$ cat src/hdl/exc_unit_defs.vh
// Constants for the exception and interrupt unit
`ifndef EXC_UNIT_DEFS_VH
`define EXC_UNIT_DEFS_VH
// Register byte offsets
`define OFF_STATUS 8'h00
`define OFF_CAUSE 8'h04
`define OFF_EPC_LO 8'h08
`define OFF_EPC_HI 8'h0C
`define OFF_COMPARE 8'h10
`define OFF_CTRL 8'h14
`define OFF_VECT_LO 8'h18
`define OFF_VECT_HI 8'h1C
// Status fields
`define ST_IE 0
`define ST_EXL 1
`define ST_ERL 2
`define ST_KSU_LO 3
`define ST_KSU_HI 4
`define ST_KX 7
`define ST_IM_LO 8
`define ST_IM_HI 15
`define ST_BEV 22
`define ST_CU_LO 28
`define ST_CU_HI 31
`define ST_WMASK 32'hF04F_FF9F
`define ST_RESET 32'h0040_0004
// Cause fields
`define CA_EXC_LO 2
`define CA_EXC_HI 6
`define CA_IP_LO 8
`define CA_IP_HI 15
`define CA_CE_LO 28
`define CA_CE_HI 29
`define CA_BD 31
// Cause codes
`define EXC_INT 5'h00
`define EXC_SYS 5'h08
`define EXC_BP 5'h09
`define EXC_RI 5'h0A
`define EXC_CPU 5'h0B
`define EXC_FPE 5'h0F
// Opcode groups
`define OP_FUNCTION_FIELD_OPGROUP 6'h00
`define OP_REGISTER_IMMEDIATE_OPGROUP 6'h01
`define OP_COP0 6'h10
`define OP_COP1 6'h11
`define OP_COP2 6'h12
`define OP_COP1X 6'h13
`define FN_SYSTEM_CALL_INSTR 6'h0C
`define FN_BREAK 6'h0D
// Vectors and bus response codes
`define VEC_NORMAL 32'h8000_0180
`define VEC_BOOT 32'hBFC0_0380
`define VEC_SEXT 32'hFFFF_FFFF
`define RESP_OKAY 2'h0
`define RESP_SLVERR 2'h2
`endif

$ cat src/hdl/exc_unit.v
// Exception and interrupt unit with AXI4-Lite register access
`timescale 1ns/1ps
`include "exc_unit_defs.vh"
// Functional notes
// - System call traps via common vector
// - Save return PC, delay flag when level clear
// - Breakpoint traps via common vector
// - Breakpoint code bits ignored by decode
// - Undefined major opcode is reserved
// - Undefined function or register_immediate_opgroup minor reserved
// - Undefined coprocessor rs or rt reserved
// - Wide ops reserved outside kernel unless enabled
// - Reserved trap, common vector, cause code
// - Unusable coprocessor traps
// - System coprocessor traps outside kernel only
// - No FPU makes float ops unusable
// - Unusable code plus coprocessor number
// - Float exception, common vector, cause code
// - Eight interrupts, five of the six active low inputs used
// - Software pending bits set and cleared
// - Individual masks and global enable
// - Narrow mode vector chosen by boot bit
// - Wide mode vector sign extended
// - Interrupt wakes doze or halt
// - Timer pending cleared by compare write
// - No interrupts with either level set
module exc_unit #(
  parameter FPU_PRESENT = 1
) (
  input wire aclk,
  input wire aresetn,
  input wire [7:0] s_axi_awaddr,
  input wire s_axi_awvalid,
  output wire s_axi_awready,
  input wire [31:0] s_axi_wdata,
  input wire [3:0] s_axi_wstrb,
  input wire s_axi_wvalid,
  output wire s_axi_wready,
  output reg [1:0] s_axi_bresp,
  output reg s_axi_bvalid,
  input wire s_axi_bready,
  input wire [7:0] s_axi_araddr,
  input wire s_axi_arvalid,
  output wire s_axi_arready,
  output reg [31:0] s_axi_rdata,
  output reg [1:0] s_axi_rresp,
  output reg s_axi_rvalid,
  input wire s_axi_rready,
  input wire instr_valid,
  input wire [31:0] instr_word,
  input wire [63:0] instr_pc,
  input wire in_delay_slot,
  input wire [63:0] branch_pc,
  input wire fpu_exception,
  input wire timer_match,
  input wire [5:0] hw_int_n,
  input wire low_power,
  output reg exc_taken,
  output reg [4:0] exc_code,
  output reg [63:0] exc_vector,
  output reg wake
);
  reg [31:0] status_q;
  reg [4:0] exc_code_q;
  reg [1:0] cop_err_q;
  reg delay_slot_flag_q;
  reg [1:0] soft_pend_q;
  reg timer_pend_q;
  reg [63:0] exception_return_pc_q;
  reg [31:0] compare_q;
  reg wide_mode_q;
  reg [7:0] awaddr_q;
  reg [31:0] wdata_q;
  reg [3:0] wstrb_q;
  reg aw_have_q;
  reg w_have_q;

  wire exception_level_flag = status_q[`ST_EXL];
  wire error_level_flag = status_q[`ST_ERL];
  wire global_interrupt_enable = status_q[`ST_IE];
  wire [7:0] interrupt_mask_field = status_q[`ST_IM_HI:`ST_IM_LO];
  wire boot_vector_select = status_q[`ST_BEV];
  wire kernel_wide_addr_bit = status_q[`ST_KX];
  wire [3:0] coproc_usable_bit = status_q[`ST_CU_HI:`ST_CU_LO];
  wire kernel_mode = (status_q[`ST_KSU_HI:`ST_KSU_LO] == 2'h0) || exception_level_flag
    || error_level_flag;
  // Hardware lines are level sensitive; never latched here
  wire [5:0] hw_pend = ~hw_int_n;
  wire [7:0] interrupt_pending_bits = {timer_pend_q, hw_pend[4:0], soft_pend_q};
  wire [7:0] int_live = interrupt_pending_bits & interrupt_mask_field;
  wire int_req = (|int_live) && global_interrupt_enable && !exception_level_flag
    && !error_level_flag;

  wire dec_sys;
  wire dec_bp;
  wire dec_ri;
  wire dec_cpu;
  wire [1:0] dec_cop;

  instr_classifier u_classifier (
    .instr(instr_word),
    .kernel_mode(kernel_mode),
    .wide_enabled(kernel_wide_addr_bit),
    .coproc_usable_bit(coproc_usable_bit),
    .fpu_present(FPU_PRESENT != 0),
    .is_system_call_instr(dec_sys),
    .is_break(dec_bp),
    .is_reserved(dec_ri),
    .is_cop_unusable(dec_cpu),
    .cop_num(dec_cop)
  );

  function [31:0] merge;
    input [31:0] old;
    input [31:0] val;
    input [3:0] strb;
    integer i;
    begin
      merge = old;
      for (i = 0; i < 4; i = i + 1)
        if (strb[i])
          merge[i*8 +: 8] = val[i*8 +: 8];
    end
  endfunction

  // Priority: interrupt, unusable, reserved, system_call_instr, break, float
  reg take;
  reg [4:0] code_d;
  always @* begin
    take = 1'b1;
    code_d = `EXC_INT;
    if (int_req)
      code_d = `EXC_INT;
    else if (instr_valid && dec_cpu)
      code_d = `EXC_CPU;
    else if (instr_valid && dec_ri)
      code_d = `EXC_RI;
    else if (instr_valid && dec_sys)
      code_d = `EXC_SYS;
    else if (instr_valid && dec_bp)
      code_d = `EXC_BP;
    else if (instr_valid && fpu_exception)
      code_d = `EXC_FPE;
    else
      take = 1'b0;
  end

  wire [31:0] vec_lo = boot_vector_select ? `VEC_BOOT : `VEC_NORMAL;
  wire [63:0] vec_full = wide_mode_q ? {`VEC_SEXT, vec_lo} : {32'h0000_0000, vec_lo};

  // Bus write channel
  assign s_axi_awready = !aw_have_q && !s_axi_bvalid;
  assign s_axi_wready = !w_have_q && !s_axi_bvalid;
  assign s_axi_arready = !s_axi_rvalid;
  wire [7:0] wa = aw_have_q ? awaddr_q : s_axi_awaddr;
  wire [31:0] wd = w_have_q ? wdata_q : s_axi_wdata;
  wire [3:0] ws = w_have_q ? wstrb_q : s_axi_wstrb;
  wire aw_ok = aw_have_q || (s_axi_awvalid && s_axi_awready);
  wire w_ok = w_have_q || (s_axi_wvalid && s_axi_wready);
  wire wr_go = aw_ok && w_ok;
  wire wr_hit = (wa[7:5] == 3'h0) && (wa[1:0] == 2'h0);
  wire [31:0] cause_rd = {delay_slot_flag_q, 1'b0, cop_err_q, 12'h000, interrupt_pending_bits,
    1'b0, exc_code_q, 2'h0};
  wire [31:0] st_new = merge(status_q, wd, ws);
  wire [31:0] ca_new = merge(cause_rd, wd, ws);
  wire [31:0] ct_new = merge({31'h0000_0000, wide_mode_q}, wd, ws);
  wire wr_status = wr_go && wa == `OFF_STATUS;
  wire wr_cause = wr_go && wa == `OFF_CAUSE;
  wire wr_compare = wr_go && wa == `OFF_COMPARE;

  always @(posedge aclk) begin
    if (!aresetn) begin
      aw_have_q <= 1'b0;
      w_have_q <= 1'b0;
      awaddr_q <= 8'h00;
      wdata_q <= 32'h0000_0000;
      wstrb_q <= 4'h0;
      s_axi_bvalid <= 1'b0;
      s_axi_bresp <= `RESP_OKAY;
    end else begin
      if (s_axi_bvalid && s_axi_bready)
        s_axi_bvalid <= 1'b0;
      if (wr_go) begin
        aw_have_q <= 1'b0;
        w_have_q <= 1'b0;
        s_axi_bvalid <= 1'b1;
        s_axi_bresp <= wr_hit ? `RESP_OKAY : `RESP_SLVERR;
      end else begin
        if (s_axi_awvalid && s_axi_awready) begin
          aw_have_q <= 1'b1;
          awaddr_q <= s_axi_awaddr;
        end
        if (s_axi_wvalid && s_axi_wready) begin
          w_have_q <= 1'b1;
          wdata_q <= s_axi_wdata;
          wstrb_q <= s_axi_wstrb;
        end
      end
    end
  end

  // Architectural state
  always @(posedge aclk) begin
    if (!aresetn) begin
      status_q <= `ST_RESET;
      exc_code_q <= `EXC_INT;
      cop_err_q <= 2'h0;
      delay_slot_flag_q <= 1'b0;
      soft_pend_q <= 2'h0;
      timer_pend_q <= 1'b0;
      exception_return_pc_q <= 64'h0000_0000_0000_0000;
      compare_q <= 32'h0000_0000;
      wide_mode_q <= 1'b0;
      exc_taken <= 1'b0;
      exc_code <= `EXC_INT;
      exc_vector <= 64'h0000_0000_0000_0000;
      wake <= 1'b0;
    end else begin
      exc_taken <= take;
      wake <= low_power && (|int_live);
      if (wr_status)
        status_q <= st_new & `ST_WMASK;
      if (wr_cause)
        soft_pend_q <= ca_new[`CA_IP_LO+1:`CA_IP_LO];
      if (wr_compare)
        compare_q <= merge(compare_q, wd, ws);
      if (wr_go && wa == `OFF_CTRL)
        wide_mode_q <= ct_new[0];
      // Timer set wins over a same-cycle clear
      if (timer_match)
        timer_pend_q <= 1'b1;
      else if (wr_compare || (wr_cause && !ca_new[`CA_IP_HI]))
        timer_pend_q <= 1'b0;
      if (take) begin
        exc_code_q <= code_d;
        exc_code <= code_d;
        exc_vector <= vec_full;
        if (code_d == `EXC_CPU)
          cop_err_q <= dec_cop;
        status_q[`ST_EXL] <= 1'b1;
        if (!exception_level_flag) begin
          delay_slot_flag_q <= in_delay_slot;
          exception_return_pc_q <= in_delay_slot ? branch_pc : instr_pc;
        end
      end
    end
  end

  // Read channel
  always @(posedge aclk) begin
    if (!aresetn) begin
      s_axi_rvalid <= 1'b0;
      s_axi_rdata <= 32'h0000_0000;
      s_axi_rresp <= `RESP_OKAY;
    end else if (s_axi_rvalid) begin
      if (s_axi_rready)
        s_axi_rvalid <= 1'b0;
    end else if (s_axi_arvalid) begin
      s_axi_rvalid <= 1'b1;
      s_axi_rresp <= `RESP_OKAY;
      case (s_axi_araddr)
        `OFF_STATUS: s_axi_rdata <= status_q;
        `OFF_CAUSE: s_axi_rdata <= cause_rd;
        `OFF_EPC_LO: s_axi_rdata <= exception_return_pc_q[31:0];
        `OFF_EPC_HI: s_axi_rdata <= exception_return_pc_q[63:32];
        `OFF_COMPARE: s_axi_rdata <= compare_q;
        `OFF_CTRL: s_axi_rdata <= {31'h0000_0000, wide_mode_q};
        `OFF_VECT_LO: s_axi_rdata <= vec_full[31:0];
        `OFF_VECT_HI: s_axi_rdata <= vec_full[63:32];
        default: begin
          s_axi_rdata <= 32'h0000_0000;
          s_axi_rresp <= `RESP_SLVERR;
        end
      endcase
    end
  end
endmodule

$ cat src/hdl/instr_classifier.v
// Instruction decode checks for reserved and coprocessor exceptions
`timescale 1ns/1ps
`include "exc_unit_defs.vh"
module instr_classifier (
  input wire [31:0] instr,
  input wire kernel_mode,
  input wire wide_enabled,
  input wire [3:0] coproc_usable_bit,
  input wire fpu_present,
  output reg is_system_call_instr,
  output reg is_break,
  output reg is_reserved,
  output reg is_cop_unusable,
  output reg [1:0] cop_num
);
  wire [5:0] major = instr[31:26];
  wire [5:0] func = instr[5:0];
  wire [4:0] rs = instr[25:21];
  wire [4:0] rt = instr[20:16];
  reg wide_op;
  reg is_cop;

  function minor_function_field_opgroup_ok;
    input [5:0] f;
    begin
      case (f)
        6'h01, 6'h05, 6'h0E, 6'h15, 6'h28, 6'h29, 6'h35, 6'h37, 6'h39, 6'h3D:
          minor_function_field_opgroup_ok = 1'b0;
        default: minor_function_field_opgroup_ok = 1'b1;
      endcase
    end
  endfunction

  function register_immediate_opgroup_ok;
    input [4:0] r;
    begin
      register_immediate_opgroup_ok = (r[4:3] == 2'h0 && r[1] == 1'b0) || (r[4:3] == 2'h1 && r[2] == 1'b0)
        || (r[4:3] == 2'h2 && r[2] == 1'b0);
    end
  endfunction

  function cop_rs_ok;
    input [4:0] r;
    input [4:0] t;
    begin
      if (r[4])
        cop_rs_ok = 1'b1;
      else if (r == 5'h08)
        cop_rs_ok = (t[4:2] == 3'h0);
      else
        cop_rs_ok = (r[2] == 1'b0);
    end
  endfunction

  always @* begin
    is_system_call_instr = 1'b0;
    is_break = 1'b0;
    is_reserved = 1'b0;
    is_cop_unusable = 1'b0;
    cop_num = 2'h0;
    wide_op = 1'b0;
    is_cop = 1'b0;
    case (major)
      `OP_FUNCTION_FIELD_OPGROUP: begin
        is_system_call_instr = (func == `FN_SYSTEM_CALL_INSTR);
        is_break = (func == `FN_BREAK);
        is_reserved = !minor_function_field_opgroup_ok(func);
        wide_op = (func[5:3] == 3'h7) || (func[5:2] == 4'h5) || (func == 6'h14)
          || (func == 6'h16) || (func == 6'h17) || (func[5:2] == 4'h7 && func[1:0] != 2'h1);
      end
      `OP_REGISTER_IMMEDIATE_OPGROUP: is_reserved = !register_immediate_opgroup_ok(rt);
      `OP_COP0, `OP_COP1, `OP_COP2: begin
        is_cop = 1'b1;
        cop_num = major[1:0];
      end
      `OP_COP1X: begin
        is_cop = 1'b1;
        cop_num = 2'h1;
      end
      6'h18, 6'h19, 6'h1A, 6'h1B, 6'h27, 6'h2C, 6'h2D, 6'h34, 6'h37, 6'h3C, 6'h3F:
        wide_op = 1'b1;
      6'h1C, 6'h1D, 6'h1E, 6'h1F, 6'h3B, 6'h3A, 6'h32, 6'h36, 6'h3E, 6'h33:
        is_reserved = 1'b1;
      default: is_reserved = 1'b0;
    endcase
    if (wide_op && !kernel_mode && !wide_enabled)
      is_reserved = 1'b1;
    if (is_cop) begin
      if (cop_num == 2'h0)
        is_cop_unusable = !kernel_mode && !coproc_usable_bit[0];
      else if (cop_num == 2'h1 && !fpu_present)
        is_cop_unusable = 1'b1;
      else
        is_cop_unusable = !coproc_usable_bit[cop_num];
      if (!is_cop_unusable && major != `OP_COP1X && !cop_rs_ok(rs, rt))
        is_reserved = 1'b1;
    end
  end
endmodule

$ cat config.mk
export PLATFORM = sky130hd
export DESIGN_NAME = exc_unit
export DESIGN_NICKNAME = d
export VERILOG_FILES = /design/src/hdl/exc_unit.v /design/src/hdl/instr_classifier.v
export VERILOG_INCLUDE_DIRS = /design/src /design/src/hdl
export SDC_FILE = /design/constraint.sdc
export NUM_CORES = 1
export LEC_CHECK = 0
export BUFFER_PORTS_ARGS = -buffer_cell sky130_fd_sc_hd__buf_2
export CAP_MARGIN = 20
export CORE_ASPECT_RATIO = 1.25
export CORE_MARGIN = 2
export CORE_UTILIZATION = 55
export DETAILED_ROUTE_END_ITERATION = 16
export PLACE_DENSITY = 0.87
export SETUP_SLACK_MARGIN = 0.05
export SLEW_MARGIN = 20
export SYNTH_ARGS = -nofsm -noshare
export SYNTH_HDL_FRONTEND = slang
export SYNTH_SLANG_ARGS = --single-unit
$ cat constraint.sdc
create_clock -name aclk -period 5.4 [get_ports aclk]
set_clock_uncertainty 0.05 [all_clocks]
set_input_delay 0.54 -clock aclk [delete_from_list [all_inputs] [get_ports aclk]]
set_output_delay 0.54 -clock aclk [all_outputs]
set_load 0.02 [all_outputs]
==> results.ini, run 1 <==
[layout]
final_common_cell = buf_2
layout_common_cells = buf_2, dfxtp_1, nor2_1
fill_cells = 1478
drive_gt1_share_pct = 28.89
diodes = 0
area_growth_pct = 19.33
design.final.nets = 1634

[sta]
fin_tns_setup_ns = 0
rsz0062_at_grt = no
fin_crit_ns = 3.503
final-setup-viol-count = 0
post-route-period-util_pct = 64.86
tightest_slew_ns = 1.074
fmax_mhz = 285.5
holdWs_ns = 0.1681
drv_slew = 0
hold_viol = 0
max-slew-margin-rel_pct = 28.41

[synth]
ys_async_sr_fraction_pct = 0
synthesis.area_mm2 = 0.01046
synth-seq-cells = 217
ys.flop_type = dfxtp_1
avgSynthCellArea_um2 = 8.834
synth.distinct_cells = 60
ys_seq_area_share_pct = 41.53
yosysTopAreaCell = dfxtp_1
synthTopCellsByArea = dfxtp_1, mux2i_1, a211oi_1
yosysWarnings = 0
syn_inst = 1184
synth_top_area_share_pct = 41.53
synth_edf_count = 0

[clocking]
cts_resized = 0
clk_path_buf_depth = 3
cts_made_buffers = 22
postCtsSetupRepairBufs = 0
cts-root-buf = clkbuf_16
cts_tree = built
cts_hold_buffers = 0
worstSkewPairLatency_ns = 0.50
clkSlewWorstSetupHoldPaths_ns = 0.06
htree_levels = 1
clock-sinks = 217

[hold_path]
worstHoldStart = s_axi_rready
min_path_cells = 2
worstHoldEndpoint = s_axi_rvalid$_SDFF_PN0_
hold_class = in2reg

[routing]
routedWlPerCell_um = 18.37
drt-total-wl_mm = 30.33
drt_iter0_drc = 807
vias_per_cell = 5.837
post-route-drc-count = 0
first_pass_iters = 6
drtAntennaViolNets = 0
num_vias = 9637

[setup_path]
cp-end-kind = flop
start_kind = flop
crit_required_ns = 5.76
arrival_ns = 3.86
r2r-start = status_q[1]$_SDFFE_PN0P_
reg2reg_slack_ns = 1.90
critical_path_class = reg2reg
crit_fanout = 19
regToRegEndpoint = exception_return_pc_q[3]$_SDFFE_PN0P_
reg2regPathDepth = 8

[flow_run]
maxCapViolCount = 0

[die]
dieHeight_um = 158.2
die_x_um = 127.3
rows = 56
dieArea_mm2 = 0.02014
initial_core_util_pct = 55.91
core_area_mm2 = 0.01871
io_pins = 342

[global_route]
use_met1_pct = 36.61
grt-busiest-layer = met2
antenna_found_initial = 2
grtUsageMet3_pct = 5.441
grt_max_degree = 148
grt-ovfl-total = 0
met2_usage_pct = 47.70
grt_pass1_wl_mm = 45.71
grt_usage_pct = 28.44
grt_pass1_vias = 8789

[run_status]
status = finished clean

[power_and_ir_drop]
power.density_mw_per_mm2 = 313.1
p_leak_nw = 5.206
peakVddDrop_uv = 286.8
total_power_mw = 3.908

[placed_design]
gp_congestion = 0.8877
place_hpwl_mm = 21.61
portBuffers = 306

[synth_stat cells, drive strengths merged (5+ instances only)]
master  count
a211oi    115
a21boi      6
a21oi      76
a221oi     15
a222oi     12
a22oi       8
a31oi      10
buf        89
clkbuf     60
dfxtp     217
inv        18
mux2        8
mux2i     135
nand2     104
nand3       9
nor2      169
nor2b       5
nor3        6
o21ai      48
o22ai       9
or3         5
[report_power, final]
| part | internal (mW) | leakage, nW | switching, mW | total (mW) |
|---|---|---|---|---|
| sequential | 1.69 | 1.77 | 0.0568 | 1.75 |
| combinational | 0.230 | 3.06 | 0.351 | 0.581 |
| clock | 0.954 | 0.374 | 0.628 | 1.58 |
| total | 2.87 | 5.21 | 1.04 | 3.91 |
[worst max-delay path by stage]
stage | endpoint | start | depth (start not counted)
final | exception_return_pc_q[3]$_SDFFE_PN0P_ | status_q[1]$_SDFFE_PN0P_ | 8
after global routing | exception_return_pc_q[48]$_SDFFE_PN0P_ | status_q[1]$_SDFFE_PN0P_ | 8
after CTS | exception_return_pc_q[63]$_SDFFE_PN0P_ | status_q[1]$_SDFFE_PN0P_ | 8
after detailed placement | exception_return_pc_q[8]$_SDFFE_PN0P_ | instr_word[28] | 9
after global placement | exception_return_pc_q[1]$_SDFFE_PN0P_ | instr_word[28] | 9
after floorplan | exception_return_pc_q[33]$_SDFFE_PN0P_ | instr_word[28] | 8
[layout make-up]
cell class	instances	area, µm²	area share [%]
clock inverters	7	87.58	0.7017
inverters	18	75.07	0.6014
clock buffers	32	669.4	5.363
flip-flops and latches	217	4345	34.81
well taps	232	290.3	2.326
repair buffers	323	1687	13.51
multi-input cells	822	5328	42.68
[critical path, stage by stage (launching register included)]
cell,delay [ns]
dfxtp_1,0.37
nor2_1,0.30
a311oi_1,0.16
a211oi_1,0.68
a2111oi_1,0.21
a311oi_4,0.99
buf_4,0.36
nor2_1,0.07
a211oi_1,0.21
[cell families after synthesis]
kind of cell / after synthesis / synth area share, %
compound gates: 322 / 22.05
xor+xnor: 1 / 0.08375
buf+inv: 167 / 8.720
flops: 217 / 41.53
mux: 143 / 13.78
other cells: 1 / 0.03585
simple gates: 333 / 13.80
[metal layers]
layer / part of all wire, % / vias to the layer above
met5: 0.043 / -
met4: 2.9 / 2
met3: 8.7 / 71
met2: 48 / 464
met1: 41 / 4462
li1: - / 4638
[sequential cells by signal, summed over array words and instances (netlist names), 4 cells and up]
signal / flops
exception_return_pc_q: 64
compare_q: 32
s_axi_rdata: 32
wdata_q: 32
status_q: 23
awaddr_q: 8
exc_code_q: 4
wstrb_q: 4
[per-stage QoR]
step                setup WS [ns]  utilization, %  cells  instance area, µm²
global placement            1.710           62.63   1612               11720
CTS                         1.925           66.67   1651               12470
finish                      1.897           66.72   1651               12480
detailed placement          1.650           62.63   1612               11720
global route                1.688           66.72   1651               12480
floorplan                   2.579               -   1206               10540
Power figures use the tool's default switching activity.
==> inputs of run 2 (changes only) <==
- ABC_AREA: default -> 1
- CORE_UTILIZATION: 55 -> 52
- PLACE_DENSITY: 0.87 -> 0.82
- clock period: 5.4 -> 3.5 ns (I/O delays scaled with it)
==> results.ini, run 2 <==
[sta]
final-setup-viol-count = 0  ; unchanged
drv_slew = 0  ; unchanged
tightest_slew_ns = 1.006  ; was 1.074 ns
rsz0062_at_grt = no  ; unchanged
fmax_mhz = 355.5  ; was 285.5 MHz
hold_viol = 0  ; unchanged
fin_crit_ns = 2.813  ; was 3.503 ns
post-route-period-util_pct = 80.36  ; was 64.86%
fin_tns_setup_ns = 0  ; unchanged
holdWs_ns = 0.02944  ; was 0.1681 ns
max-slew-margin-rel_pct = 32.90  ; was 28.41%

[die]
rows = 59  ; was 56
die_x_um = 134.9  ; was 127.3 µm
io_pins = 342  ; unchanged
dieArea_mm2 = 0.02262  ; was 0.02014 mm²
initial_core_util_pct = 53.33  ; was 55.91%
dieHeight_um = 167.6  ; was 158.2 µm
core_area_mm2 = 0.02089  ; was 0.01871 mm²

[synth]
syn_inst = 1544  ; was 1184
synth-seq-cells = 217  ; unchanged
ys_async_sr_fraction_pct = 0  ; unchanged
synthTopCellsByArea = dfxtp_1, nand2_1, a21oi_1  ; was dfxtp_1, mux2i_1, a211oi_1
synthesis.area_mm2 = 0.01114  ; was 0.01046 mm²
synthTopCellsByCount = nand2_1, dfxtp_1, a21oi_1  ; was dfxtp_1, nor2_1, mux2i_1
synth.distinct_cells = 42  ; was 60
yosysMostFrequentCell = nand2_1  ; was dfxtp_1
synth_top_area_share_pct = 38.99  ; was 41.53%
avgSynthCellArea_um2 = 7.215  ; was 8.834 µm²
synth_edf_count = 0  ; unchanged
ys_seq_area_share_pct = 38.99  ; was 41.53%
yosysTopAreaCell = dfxtp_1  ; unchanged
yosysWarnings = 0  ; unchanged
ys.flop_type = dfxtp_1  ; unchanged

[setup_path]
critical_path_class = reg2reg  ; unchanged
cp_cell_sequence = inv_1 -> or2_2 -> o2111ai_1 -> nand3_1 -> nand3_4 -> nand2_4 -> inv_2 -> buf_12 -> nand2_1 -> a21oi_1  ; was nor2_1 -> a311oi_1 -> a211oi_1 -> a2111oi_1 -> a311oi_4 -> buf_4 -> nor2_1 -> a211oi_1
slowest_stage = nand3_1  ; was a311oi_4
crit_fanout = 56  ; was 19
crit_required_ns = 3.88  ; was 5.76 ns
arrival_ns = 3.19  ; was 3.86 ns
slowest_delay_ns = 0.46  ; was 0.99 ns
cp-end-kind = flop  ; unchanged
start_kind = flop  ; unchanged

[layout]
largest_register_ff_count = 64  ; unchanged
final_cells = 2057  ; was 1651
drive_gt1_share_pct = 26.85  ; was 28.89%
area_growth_pct = 17.25  ; was 19.33%
design.final.nets = 1996  ; was 1634
final_common_cell = nand2_1  ; was buf_2
finish.utilization_pct = 62.53  ; was 66.72%
regMostFlops = exception_return_pc_q  ; unchanged
layout_common_cells = nand2_1, buf_2, dfxtp_1  ; was buf_2, dfxtp_1, nor2_1

[routing]
vias_per_cell = 5.337  ; was 5.837
drt_iter0_drc = 977  ; was 807
num_vias = 10980  ; was 9637
drtAntennaViolNets = 0  ; unchanged
routedWlPerCell_um = 15.99  ; was 18.37 µm
post-route-drc-count = 0  ; unchanged
first_pass_iters = 7  ; was 6
drt-total-wl_mm = 32.90  ; was 30.33 mm

[global_route]
grt_pass1_wl_mm = 50.56  ; was 45.71 mm
antenna_found_initial = 7  ; was 2
grt_usage_pct = 27.77  ; was 28.44%
grt_max_degree = 116  ; was 148
grt-ovfl-total = 0  ; unchanged
grt_pass1_vias = 10100  ; was 8789

[clocking]
cts_made_buffers = 22  ; unchanged
cts_resized = 0  ; unchanged
cts-root-buf = clkbuf_16  ; unchanged
htree_levels = 1  ; unchanged
clkSlewWorstSetupHoldPaths_ns = 0.06  ; about the same
clock-sinks = 217  ; unchanged
cts_tree = built  ; unchanged
worstSkewPairLatency_ns = 0.51  ; was 0.50 ns
postCtsSetupRepairBufs = 0  ; unchanged
clk_path_buf_depth = 3  ; unchanged
cts_hold_buffers = 0  ; unchanged

[run_status]
status = finished clean  ; unchanged

[power_and_ir_drop]
p_leak_nw = 5.897  ; was 5.206 nW
total_power_mw = 6.046  ; was 3.908 mW
power.density_mw_per_mm2 = 462.9  ; was 313.1 mW/mm²
peakVddDrop_uv = 361.1  ; was 286.8 µV

[placed_design]
portBuffers = 306  ; unchanged
placed_cells = 2016  ; was 1612
gp_congestion = 0.8599  ; was 0.8877
place_hpwl_mm = 24.19  ; was 21.61 mm

[flow_run]
maxCapViolCount = 0  ; unchanged

[hold_path]
hold_class = in2reg  ; unchanged

run 2: cells by family after synthesis:
kind of cell    count (synthesis)  synth area share [%]
other cells                     1               0.03366
buf+inv                       273                 12.57
mux                            65                 6.559
flops                         217                 38.99
simple gates                  614                 23.07
compound gates                374                 18.78
run 2: layer usage:
metal	up-vias	GRT usage (%)	part of all wire (%)
met3	90	5.238	7.5
met4	8	11.76	4.1
met5	-	0	0.16
met2	416	48.20	49
met1	5049	33.35	39
li1	5416	-	-
run 2: path summary, 6_finish.rpt:
kind	slack, ns	cells after the start	to	from
setup / recovery	0.69	10	exception_return_pc_q[48]$_SDFFE_PN0P_	status_q[11]$_SDFFE_PN0P_
hold / removal	0.03	3	wdata_q[15]$_SDFFE_PN0P_	s_axi_wdata[15]
setup reg to reg	0.69	10	exception_return_pc_q[48]$_SDFFE_PN0P_	status_q[11]$_SDFFE_PN0P_
hold reg to reg	0.41	2	compare_q[8]$_SDFFE_PN0P_	compare_q[8]$_SDFFE_PN0P_
run 2: layout make-up:
cell class | count | area [µm²]
Antenna cell | 3 | 7.507
Clock buffer | 34 | 666.9
Clock inverter | 4 | 70.07
Fill cell | 1853 | 7829
Inverter | 125 | 470.5
Multi-Input combinational cell | 1076 | 5482
Sequential cell | 217 | 4344
Tap cell | 274 | 342.8
Timing Repair Buffer | 324 | 1679
run 2: worst max-delay path: cells and delay by family, from the launching register on:
kind,cells,cell delay [ns]
compound gates,2,0.46
flops,1,0.31
simple gates,5,1.33
buf+inv,3,0.56
run 2: through the flow:
| step | worst slack, ns | instance area (µm²) |
|---|---|---|
| after floorplan | 1.194 | 11220 |
| after global placement | 0.7200 | 12320 |
| after detailed placement | 0.6753 | 12320 |
| after CTS | 0.7897 | 13060 |
| after global routing | 0.5064 | 13060 |
| final | 0.6874 | 13060 |
run 2: report_power, final:
group	internal (mW)	switching, mW
logic	0.339	0.605
clock network	1.45	0.960
registers	2.61	0.0826
total	4.40	1.65
